--- config.mk ---
export PLATFORM = sky130hd
export DESIGN_NAME = mau_modulo_address_update
export DESIGN_NICKNAME = d
export VERILOG_FILES = /design/src/rtl/mau_pkg.sv /design/src/rtl/mau_modulo_address_update.sv
export VERILOG_INCLUDE_DIRS = /design/src /design/src/rtl
export SDC_FILE = /design/constraint.sdc
export NUM_CORES = 1
export LEC_CHECK = 0
export ABC_AREA = 1
export BUFFER_PORTS_ARGS = -buffer_cell sky130_fd_sc_hd__buf_2
export CAP_MARGIN = 20
export CORE_UTILIZATION = 50
export DETAILED_ROUTE_END_ITERATION = 8
export GPL_TIMING_DRIVEN = 1
export PLACE_DENSITY = 0.73
export SETUP_SLACK_MARGIN = 0.1
export SLEW_MARGIN = 20
export SYNTH_ARGS = -nofsm -noshare
export SYNTH_HDL_FRONTEND = slang
export SYNTH_SLANG_ARGS = --single-unit
--- constraint.sdc ---
create_clock -name clk -period 4.86 [get_ports clk]
set_input_delay 0.972 -clock clk [delete_from_list [all_inputs] [get_ports clk]]
set_output_delay 0.972 -clock clk [all_outputs]
set_load 0.02 [all_outputs]
--- src/rtl/mau_cfg.svh ---
// Constants of the modulo address update datapath.
`ifndef MAU_CFG_SVH
`define MAU_CFG_SVH
`define MAU_AW 16
`define MAU_SIZE_MSB 13
`define MAU_BOTH_BIT 15
`define MAU_PTR_RESET 16'h0000
`define MAU_MOD_RESET 16'hFFFF
`define MAU_STALL_CYCLES 1
`endif

--- src/rtl/mau_pkg.sv ---
// Types of the modulo address update datapath.
package mau_pkg;
    typedef logic [15:0] mau_word_t;
    typedef enum logic [2:0] {
        MAU_NO_UPDATE,
        MAU_POST_INC,
        MAU_POST_DEC,
        MAU_POST_ADD_OFF,
        MAU_INDEX_OFF,
        MAU_INDEX_DISP
    } mau_mode_e;
    typedef enum logic [2:0] {
        MAU_SEL_P0,
        MAU_SEL_P1,
        MAU_SEL_P2,
        MAU_SEL_P3,
        MAU_SEL_SP
    } mau_sel_e;
    typedef enum logic [2:0] {
        MAU_WR_NONE,
        MAU_WR_MOVE_OFF,
        MAU_WR_BITFIELD_OFF,
        MAU_WR_PTR,
        MAU_WR_MOD
    } mau_wr_e;
endpackage : mau_pkg

--- src/rtl/mau_modulo_address_update.sv ---
// Address-update datapath with modulo arithmetic and the offset interlock.
`timescale 1ns/1ns
`include "mau_cfg.svh"

module mau_modulo_address_update (
    input wire logic clk,
    input wire logic rst,
    input wire logic issueValid,
    input wire mau_pkg::mau_mode_e issueMode,
    input wire mau_pkg::mau_sel_e issueSel,
    input wire mau_pkg::mau_word_t issueDisp,
    input wire mau_pkg::mau_wr_e writeKind,
    input wire mau_pkg::mau_sel_e writeSel,
    input wire mau_pkg::mau_word_t writeData,
    output logic stall,
    output logic addrValid,
    output mau_pkg::mau_word_t effAddr,
    output mau_pkg::mau_word_t firstModuloPointer,
    output mau_pkg::mau_word_t secondModuloPointer,
    output mau_pkg::mau_word_t thirdLinearPointer,
    output mau_pkg::mau_word_t fourthLinearPointer,
    output mau_pkg::mau_word_t stackPointer,
    output mau_pkg::mau_word_t offsetRegister,
    output mau_pkg::mau_word_t moduloModifierRegister
);

    // ************************************************************
    // Register state
    // ************************************************************
    mau_pkg::mau_word_t ptr_reg [0:4];
    mau_pkg::mau_word_t offset_reg;
    mau_pkg::mau_word_t modifier_reg;
    logic offMoved_reg;
    logic stalled_reg;

    // ************************************************************
    // Modulo arithmetic
    // ************************************************************
    // Mask with ones over the k low bits: size-1 rounded up to 2^k-1.
    function automatic mau_pkg::mau_word_t blockMask(input mau_pkg::mau_word_t m);
        mau_pkg::mau_word_t r;
        r = {2'h0, m[`MAU_SIZE_MSB:0]};
        r = r | (r >> 1);
        r = r | (r >> 2);
        r = r | (r >> 4);
        r = r | (r >> 8);
        return r;
    endfunction : blockMask

    mau_pkg::mau_word_t curPtr;
    mau_pkg::mau_word_t step;
    mau_pkg::mau_word_t sizeField;
    mau_pkg::mau_word_t modSize;
    mau_pkg::mau_word_t kMask;
    mau_pkg::mau_word_t base;
    mau_pkg::mau_word_t upper;
    mau_pkg::mau_word_t linSum;
    mau_pkg::mau_word_t wrapUp;
    mau_pkg::mau_word_t wrapDown;
    mau_pkg::mau_word_t modResult;
    mau_pkg::mau_word_t newPtr;
    logic modEnable;
    logic isBlockSkip;
    logic writesPtr;
    logic useOffset;
    logic needStall;
    logic fire;

    assign curPtr = ptr_reg[issueSel];
    assign modEnable = (modifier_reg != `MAU_MOD_RESET) &&
        ((issueSel == mau_pkg::MAU_SEL_P0) ||
         (issueSel == mau_pkg::MAU_SEL_P1 && modifier_reg[`MAU_BOTH_BIT]));
    assign step = (issueMode == mau_pkg::MAU_POST_INC) ? 16'h0001 :
                  (issueMode == mau_pkg::MAU_POST_DEC) ? 16'hFFFF :
                  (issueMode == mau_pkg::MAU_POST_ADD_OFF) ? offset_reg : 16'h0000;
    // The enable bit of the second pointer must not take part in size compares.
    assign sizeField = {2'h0, modifier_reg[`MAU_SIZE_MSB:0]};
    assign modSize = sizeField + 16'h0001;
    assign kMask = blockMask(modifier_reg);
    assign base = curPtr & ~kMask;
    assign upper = base + modSize - 16'h0001;
    assign linSum = curPtr + step;
    // One wrap only: a single size correction is applied either way.
    assign wrapUp = linSum - modSize;
    assign wrapDown = linSum + modSize;
    // Positive offset with the k low bits clear and above the size field.
    assign isBlockSkip = (issueMode == mau_pkg::MAU_POST_ADD_OFF) && !offset_reg[15] &&
        ((offset_reg & kMask) == 16'h0000) && (offset_reg > sizeField);
    assign modResult = isBlockSkip ? linSum :
        (step[15] ? ((linSum < base || linSum > curPtr) ? wrapDown : linSum) :
         (linSum > upper) ? wrapUp : linSum);
    assign newPtr = modEnable ? modResult : linSum;
    assign writesPtr = (issueMode == mau_pkg::MAU_POST_INC) ||
        (issueMode == mau_pkg::MAU_POST_DEC) || (issueMode == mau_pkg::MAU_POST_ADD_OFF);

    // ************************************************************
    // Interlock
    // ************************************************************
    // Only a move to the offset register arms the interlock; pointer,
    // modifier and bit-field writes are the program's responsibility.
    assign useOffset = (issueMode == mau_pkg::MAU_POST_ADD_OFF) ||
        (issueMode == mau_pkg::MAU_INDEX_OFF);
    assign needStall = issueValid && useOffset && offMoved_reg && !stalled_reg;
    assign stall = needStall;
    assign fire = issueValid && !needStall;

    always_ff @(posedge clk or posedge rst) begin
        if (rst) begin
            offMoved_reg <= 1'b0;
            stalled_reg <= 1'b0;
        end else begin
            offMoved_reg <= (writeKind == mau_pkg::MAU_WR_MOVE_OFF);
            stalled_reg <= needStall;
        end
    end

    // ************************************************************
    // Registers and address output
    // ************************************************************
    genvar gi;
    generate
        for (gi = 0; gi < 5; gi++) begin : g_ptr
            always_ff @(posedge clk or posedge rst) begin
                if (rst) begin
                    ptr_reg[gi] <= `MAU_PTR_RESET;
                end else if (fire && writesPtr && issueSel == gi) begin
                    ptr_reg[gi] <= newPtr;
                end else if (writeKind == mau_pkg::MAU_WR_PTR && writeSel == gi) begin
                    ptr_reg[gi] <= writeData;
                end
            end
        end
    endgenerate

    always_ff @(posedge clk or posedge rst) begin
        if (rst) begin
            offset_reg <= `MAU_PTR_RESET;
            modifier_reg <= `MAU_MOD_RESET;
            addrValid <= 1'b0;
            effAddr <= `MAU_PTR_RESET;
        end else begin
            if (writeKind == mau_pkg::MAU_WR_MOVE_OFF || writeKind == mau_pkg::MAU_WR_BITFIELD_OFF) begin
                offset_reg <= writeData;
            end
            if (writeKind == mau_pkg::MAU_WR_MOD) begin
                modifier_reg <= writeData;
            end
            addrValid <= fire;
            if (fire) begin
                effAddr <= (issueMode == mau_pkg::MAU_INDEX_DISP) ? curPtr + issueDisp :
                           (issueMode == mau_pkg::MAU_INDEX_OFF) ? curPtr + offset_reg : curPtr;
            end
        end
    end

    assign firstModuloPointer = ptr_reg[0];
    assign secondModuloPointer = ptr_reg[1];
    assign thirdLinearPointer = ptr_reg[2];
    assign fourthLinearPointer = ptr_reg[3];
    assign stackPointer = ptr_reg[4];
    assign offsetRegister = offset_reg;
    assign moduloModifierRegister = modifier_reg;

    // ************************************************************
    // Checks
    // ************************************************************
    offset_stall_a: assert property (@(posedge clk) disable iff (rst)
        (writeKind == mau_pkg::MAU_WR_MOVE_OFF) ##1 (issueValid && useOffset) |-> stall ##1 !stall)
        else $error("offset move did not stall exactly one cycle");
    no_other_stall_a: assert property (@(posedge clk) disable iff (rst)
        (writeKind != mau_pkg::MAU_WR_MOVE_OFF) |=> !stall)
        else $error("stall without a preceding offset move");
    plain_use_a: assert property (@(posedge clk) disable iff (rst)
        (issueValid && !useOffset) |-> !stall ##1 addrValid)
        else $error("extra cycle inserted without offset use");
    stall_then_fire_a: assert property (@(posedge clk) disable iff (rst)
        stall && issueValid |=> issueValid |-> !stall ##1 addrValid)
        else $error("stalled instruction not issued next cycle");
    wrap_up_a: assert property (@(posedge clk) disable iff (rst)
        (fire && writesPtr && modEnable && !isBlockSkip && !step[15] && linSum > upper)
        |=> ptr_reg[$past(issueSel)] == $past(wrapUp))
        else $error("pointer did not wrap at upper boundary");
    linear_ptr_a: assert property (@(posedge clk) disable iff (rst)
        (fire && writesPtr && issueSel == mau_pkg::MAU_SEL_P2) |=> thirdLinearPointer == $past(linSum))
        else $error("linear pointer updated with modulo");
    second_mod_a: assert property (@(posedge clk) disable iff (rst)
        (fire && writesPtr && issueSel == mau_pkg::MAU_SEL_P1 && !modifier_reg[`MAU_BOTH_BIT])
        |=> secondModuloPointer == $past(linSum))
        else $error("second pointer modulo without enable bit");
    wrap_down_a: assert property (@(posedge clk) disable iff (rst)
        (fire && writesPtr && modEnable && !isBlockSkip && step[15] && linSum < base)
        |=> ptr_reg[$past(issueSel)] == $past(linSum + modSize))
        else $error("pointer did not wrap at lower boundary");
    block_skip_a: assert property (@(posedge clk) disable iff (rst)
        (fire && issueMode == mau_pkg::MAU_POST_ADD_OFF && modEnable && !offset_reg[15] &&
        ((offset_reg & kMask) == 16'h0000) && offset_reg > sizeField)
        |=> ptr_reg[$past(issueSel)] == $past(curPtr + offset_reg))
        else $error("block multiple offset did not skip linearly");
    above_buf_a: assert property (@(posedge clk) disable iff (rst)
        (fire && writesPtr && modEnable && step == 16'h0000 && curPtr > upper)
        |=> ptr_reg[$past(issueSel)] == $past(curPtr - modSize))
        else $error("pointer above buffer not pulled back");
    in_buffer_a: assert property (@(posedge clk) disable iff (rst)
        (fire && modEnable && (issueMode == mau_pkg::MAU_POST_INC ||
        issueMode == mau_pkg::MAU_POST_DEC) && curPtr >= base && curPtr <= upper)
        |=> ptr_reg[$past(issueSel)] >= $past(base) && ptr_reg[$past(issueSel)] <= $past(upper))
        else $error("modulo step left the buffer");
    bitfield_stall_a: assert property (@(posedge clk) disable iff (rst)
        (writeKind == mau_pkg::MAU_WR_BITFIELD_OFF) |=> !stall)
        else $error("bit-field write to offset stalled");
    index_off_a: assert property (@(posedge clk) disable iff (rst)
        (fire && issueMode == mau_pkg::MAU_INDEX_OFF) |=> effAddr == $past(curPtr + offset_reg))
        else $error("indexed address used a stale offset");
    disp_addr_a: assert property (@(posedge clk) disable iff (rst)
        (issueValid && issueMode == mau_pkg::MAU_INDEX_DISP) |-> !stall ##1 effAddr == $past(curPtr + issueDisp))
        else $error("displacement address wrong or stalled");

endmodule : mau_modulo_address_update

==> results.toml <==
[status]
status = "finished with violations"
violations_in_the_final_reports = "negative setup slack"

[pwr]
powerDensity_mw_per_mm2 = 483.0
power.static_leakage_nw = 10.83
power.ir.vdd_worst_mv = 0.2953
report.power.total_mw = 9.643

[cells_and_area]
area_occupied_by_multi_input_gates_sq_mm = 0.01004
post-route-util_pct = 73.26
layout-area-overhead-vs-synth_pct = 42.50
antenna_cells = 0
drive_above_1_share_pct = 32.83
layout.area.seq_sq_mm = 0.003298
design_area_sq_mm = 0.01996
number_of_filler_cells_placed_in_the_layout = 2319
finalNetCount = 2902
instances_no_fill = 3071

[timing]
post-route-worst-setup-slack_ps = -658.1
holdWs_ps = 483.4
fin_crit_ps = 5518
drv_slew = 0
timing.clock.skew_ps = 23.25
final_hold_viol_count = 0
period_share_pct = 113.5
max_freq_ghz = 0.1812
timing.slew.headroom_pct = 26.51
setup-tns-final_ps = -45050
setup_violations = 80
transition_time_at_the_pin_with_the_least_slew_margin_ps = 1100
grt_setup_unrepaired = "true"

[yosys]
yosysUniqueCellTypes = 60
synth.area.top_cells = "dfrtp_1 21%, nand2_1 15%, ha_1 15%"
yosysWarnings = 0
post_syn_instances = 2088
synthDominantAreaCellType = "dfrtp_1"
post-synth-top-area-fraction_pct = 20.54
netlist_area_sq_mm = 0.01401
post_synth.cell_area_avg_sq_um = 6.710
seq_area_frac_synth_pct = 23.54
synth-seq-cells = 131
yosys_most_used_dff = "dfrtp_1"
synthesis.nets = 2304
synth_edf_count = 0
postSynth.asyncResetShare_pct = 100.0

[cts]
cts_tree = "done"
deepest_level_of_the_cts_h_tree = 4
clock_latency_ps = 440
cts_made_buffers = 17
ctsRootBufferMaster = "clkbuf_16"
clock_slew_seen_by_the_registers_of_the_worst_setup_and_hold_paths_ps = 80
cts_sinks = 131
ctsLongestPathBuffers = 2

[hold_path]
min-delay-start = "effAddr[6]"
timing.hold.worst_endpoint = "effAddr[6]"
min_delay_path_depth = 2
min_path_type = "flip-flop to flip-flop"

[place]
pre_cts_ws_ps = -1295
dp.cells = 3009
dp_hpwl_um = 50280
finalWeightedCongestion = 1.036
io_buffers = 176
placed_cell_area_sq_mm = 0.01853

[worst_setup_path]
path_max_fanout = 7
rr_worst_depth = 40
critical_path.startpoint_type = "primary input"
critical_path_required_ps = 5240
classification_of_the_worst_setup_path = "primary input to flip-flop"
worst_ep_arrival_time_ps = 5900
r2r_slack_ps = -560
critical-path-slowest-cell = "or2_4"
cpPeakStageDelay_ps = 300
regToRegEndpoint = "secondModuloPointer[7]"
critical_path.most_common_cell = "nand2_1"
critical_path.endpoint_type = "flip-flop"
rr_startpoint = "moduloModifierRegister[1]"

[die]
initial_utilization_pct = 51.41
die-width_um = 169.4
die_h_um = 169.4
fp-row-count = 60
dieArea_sq_mm = 0.02869
design.core.area_sq_mm = 0.02725
top_level_ports = 177

[global_routing]
antenna_found_initial = 2
globalRouteOverflowTotal = 0
first_global_vias = 17220
first_pass_grt_wire_length_um = 95400
global_routing_usage_summed_across_all_routing_layers_pct = 44.21
maximum_number_of_pins_on_one_net_before_global_route_repair = 72

[route]
via_per_inst = 5.732
number_of_routed_nets_with_antenna_violations = 0
post_route_wl_um = 63520
post_drt_wl_per_cell_um = 20.68
drcViolationCount = 0
initialDrtViolationCount = 1746
vias = 17600
drt_pass1_iterations = 5

[job]
drv_cap = 0
[critical path, delay by kind of cell]
| kind | cells | cell delay [ps] |
|---|---|---|
| AOI/OAI and AO/OA | 8 | 1020 |
| xor gates and xnor gates | 1 | 140 |
| adders and majority gates | 3 | 840 |
| buffers and inverters | 6 | 570 |
| and+or+nand+nor | 22 | 2310 |
[Yosys cell counts, types with 6 or more instances]
library cell and n:
nand2_4 7, o211ai_1 22, nand2_2 12, a22oi_1 22, a21oi_2 6, nor2_2 7
a31oi_1 13, o21ai_0 114, o21ai_1 31, clkinv_1 6, nor2_1 136, a21boi_0 6
nand3_1 159, inv_2 13, o31ai_1 15, o21bai_1 13, nand4_1 25, xnor2_1 22
dfrtp_1 115, ha_1 163, a21oi_1 129, inv_1 279, clkbuf_1 34, buf_2 9
nor3_1 17, xor2_1 49, fa_1 6, dfstp_2 16, nand2_1 559
[how the worst max path moves through the flow]
| stage | start | end | slack [ps] |
|---|---|---|---|
| after floorplan | issueSel[0] | thirdLinearPointer[14] | -620 |
| after global routing | moduloModifierRegister[0] | secondModuloPointer[7] | -1020 |
| after detailed placement | issueSel[1] | secondModuloPointer[8] | -1290 |
| final | issueSel[1] | secondModuloPointer[7] | -660 |
| after global placement | issueSel[0] | secondModuloPointer[8] | -1180 |
| after CTS | issueSel[0] | secondModuloPointer[7] | -530 |
[routing by layer]
layer / wire, um / track usage, % / vias to the layer above
met5: 0 / 0 / -
met4: 4656 / 28.52 / 0
met3: 6084 / 7.556 / 261
met2: 28560 / 72.39 / 1019
met1: 24210 / 53.77 / 8223
li1: - / - / 8101
[timing repair]
action                     4_1_cts  5_1_grt
pin swaps                       67       66
gates resized for setup         82       70
hold buffers                     0        0
setup buffers                   19        9
gates cloned                     2        0
setup endpoints to repair       80       80
hold endpoints to repair         0        0
[power breakdown]
part	leakage, nW	switching, mW	internal [mW]
clock	0.294	0.689	0.701
combinational	8.94	3.83	2.80
sequential	1.59	0.246	1.37
total	10.8	4.76	4.88
[area by class of cell]
class	instances	area share [%]
Timing Repair Buffer	631	22.11
Inverter	299	5.722
Clock inverter	15	0.9150
Sequential cell	131	16.52
Multi-Input combinational cell	1606	50.27
Tap cell	372	2.331
Clock buffer	17	2.131
[cells by family after synthesis]
kind of cell / share of synthesized area [%]
adder cells (fa/ha/maj): 15.41
flip-flops: 23.54
AO/OA/AOI/OAI: 17.12
multiplexers: 0.1429
XOR/XNOR: 4.439
buffers and inverters: 9.824
AND/OR/NAND/NOR: 29.52
[cell usage in the layout (no fill, tap or decap), types with 6 or more instances in the layout]
| cell type | netlist | routed |
|---|---|---|
| nand3_1 | 159 | 133 |
| o31ai_1 | 15 | 15 |
| nand2_1 | 559 | 523 |
| nor2_2 | 7 | 9 |
| inv_8 | 0 | 6 |
| xor2_1 | 49 | 47 |
| clkbuf_16 | 0 | 17 |
| a21oi_2 | 6 | 12 |
| o21ai_0 | 114 | 107 |
| a22oi_2 | 0 | 9 |
| nor3_1 | 17 | 16 |
| ha_1 | 163 | 152 |
| nand2_2 | 12 | 35 |
| nand2_4 | 7 | 20 |
| buf_4 | 2 | 441 |
| ha_4 | 0 | 10 |
| buf_6 | 4 | 10 |
| o211ai_1 | 22 | 22 |
| a22oi_1 | 22 | 13 |
| inv_1 | 279 | 261 |
| clkinv_1 | 6 | 6 |
| o21ai_2 | 3 | 15 |
| dfstp_2 | 16 | 16 |
| o21ai_1 | 31 | 25 |
| o21bai_1 | 13 | 13 |
| nor2_1 | 136 | 129 |
| nand3_2 | 5 | 28 |
| nor2_4 | 4 | 10 |
| a21oi_1 | 129 | 122 |
| xnor2_1 | 22 | 20 |
| dfrtp_1 | 115 | 115 |
| buf_2 | 9 | 174 |
| nand4_1 | 25 | 25 |
| buf_12 | 0 | 6 |
| inv_2 | 13 | 26 |
| a31oi_1 | 13 | 13 |
Power figures use the tool's default switching activity.
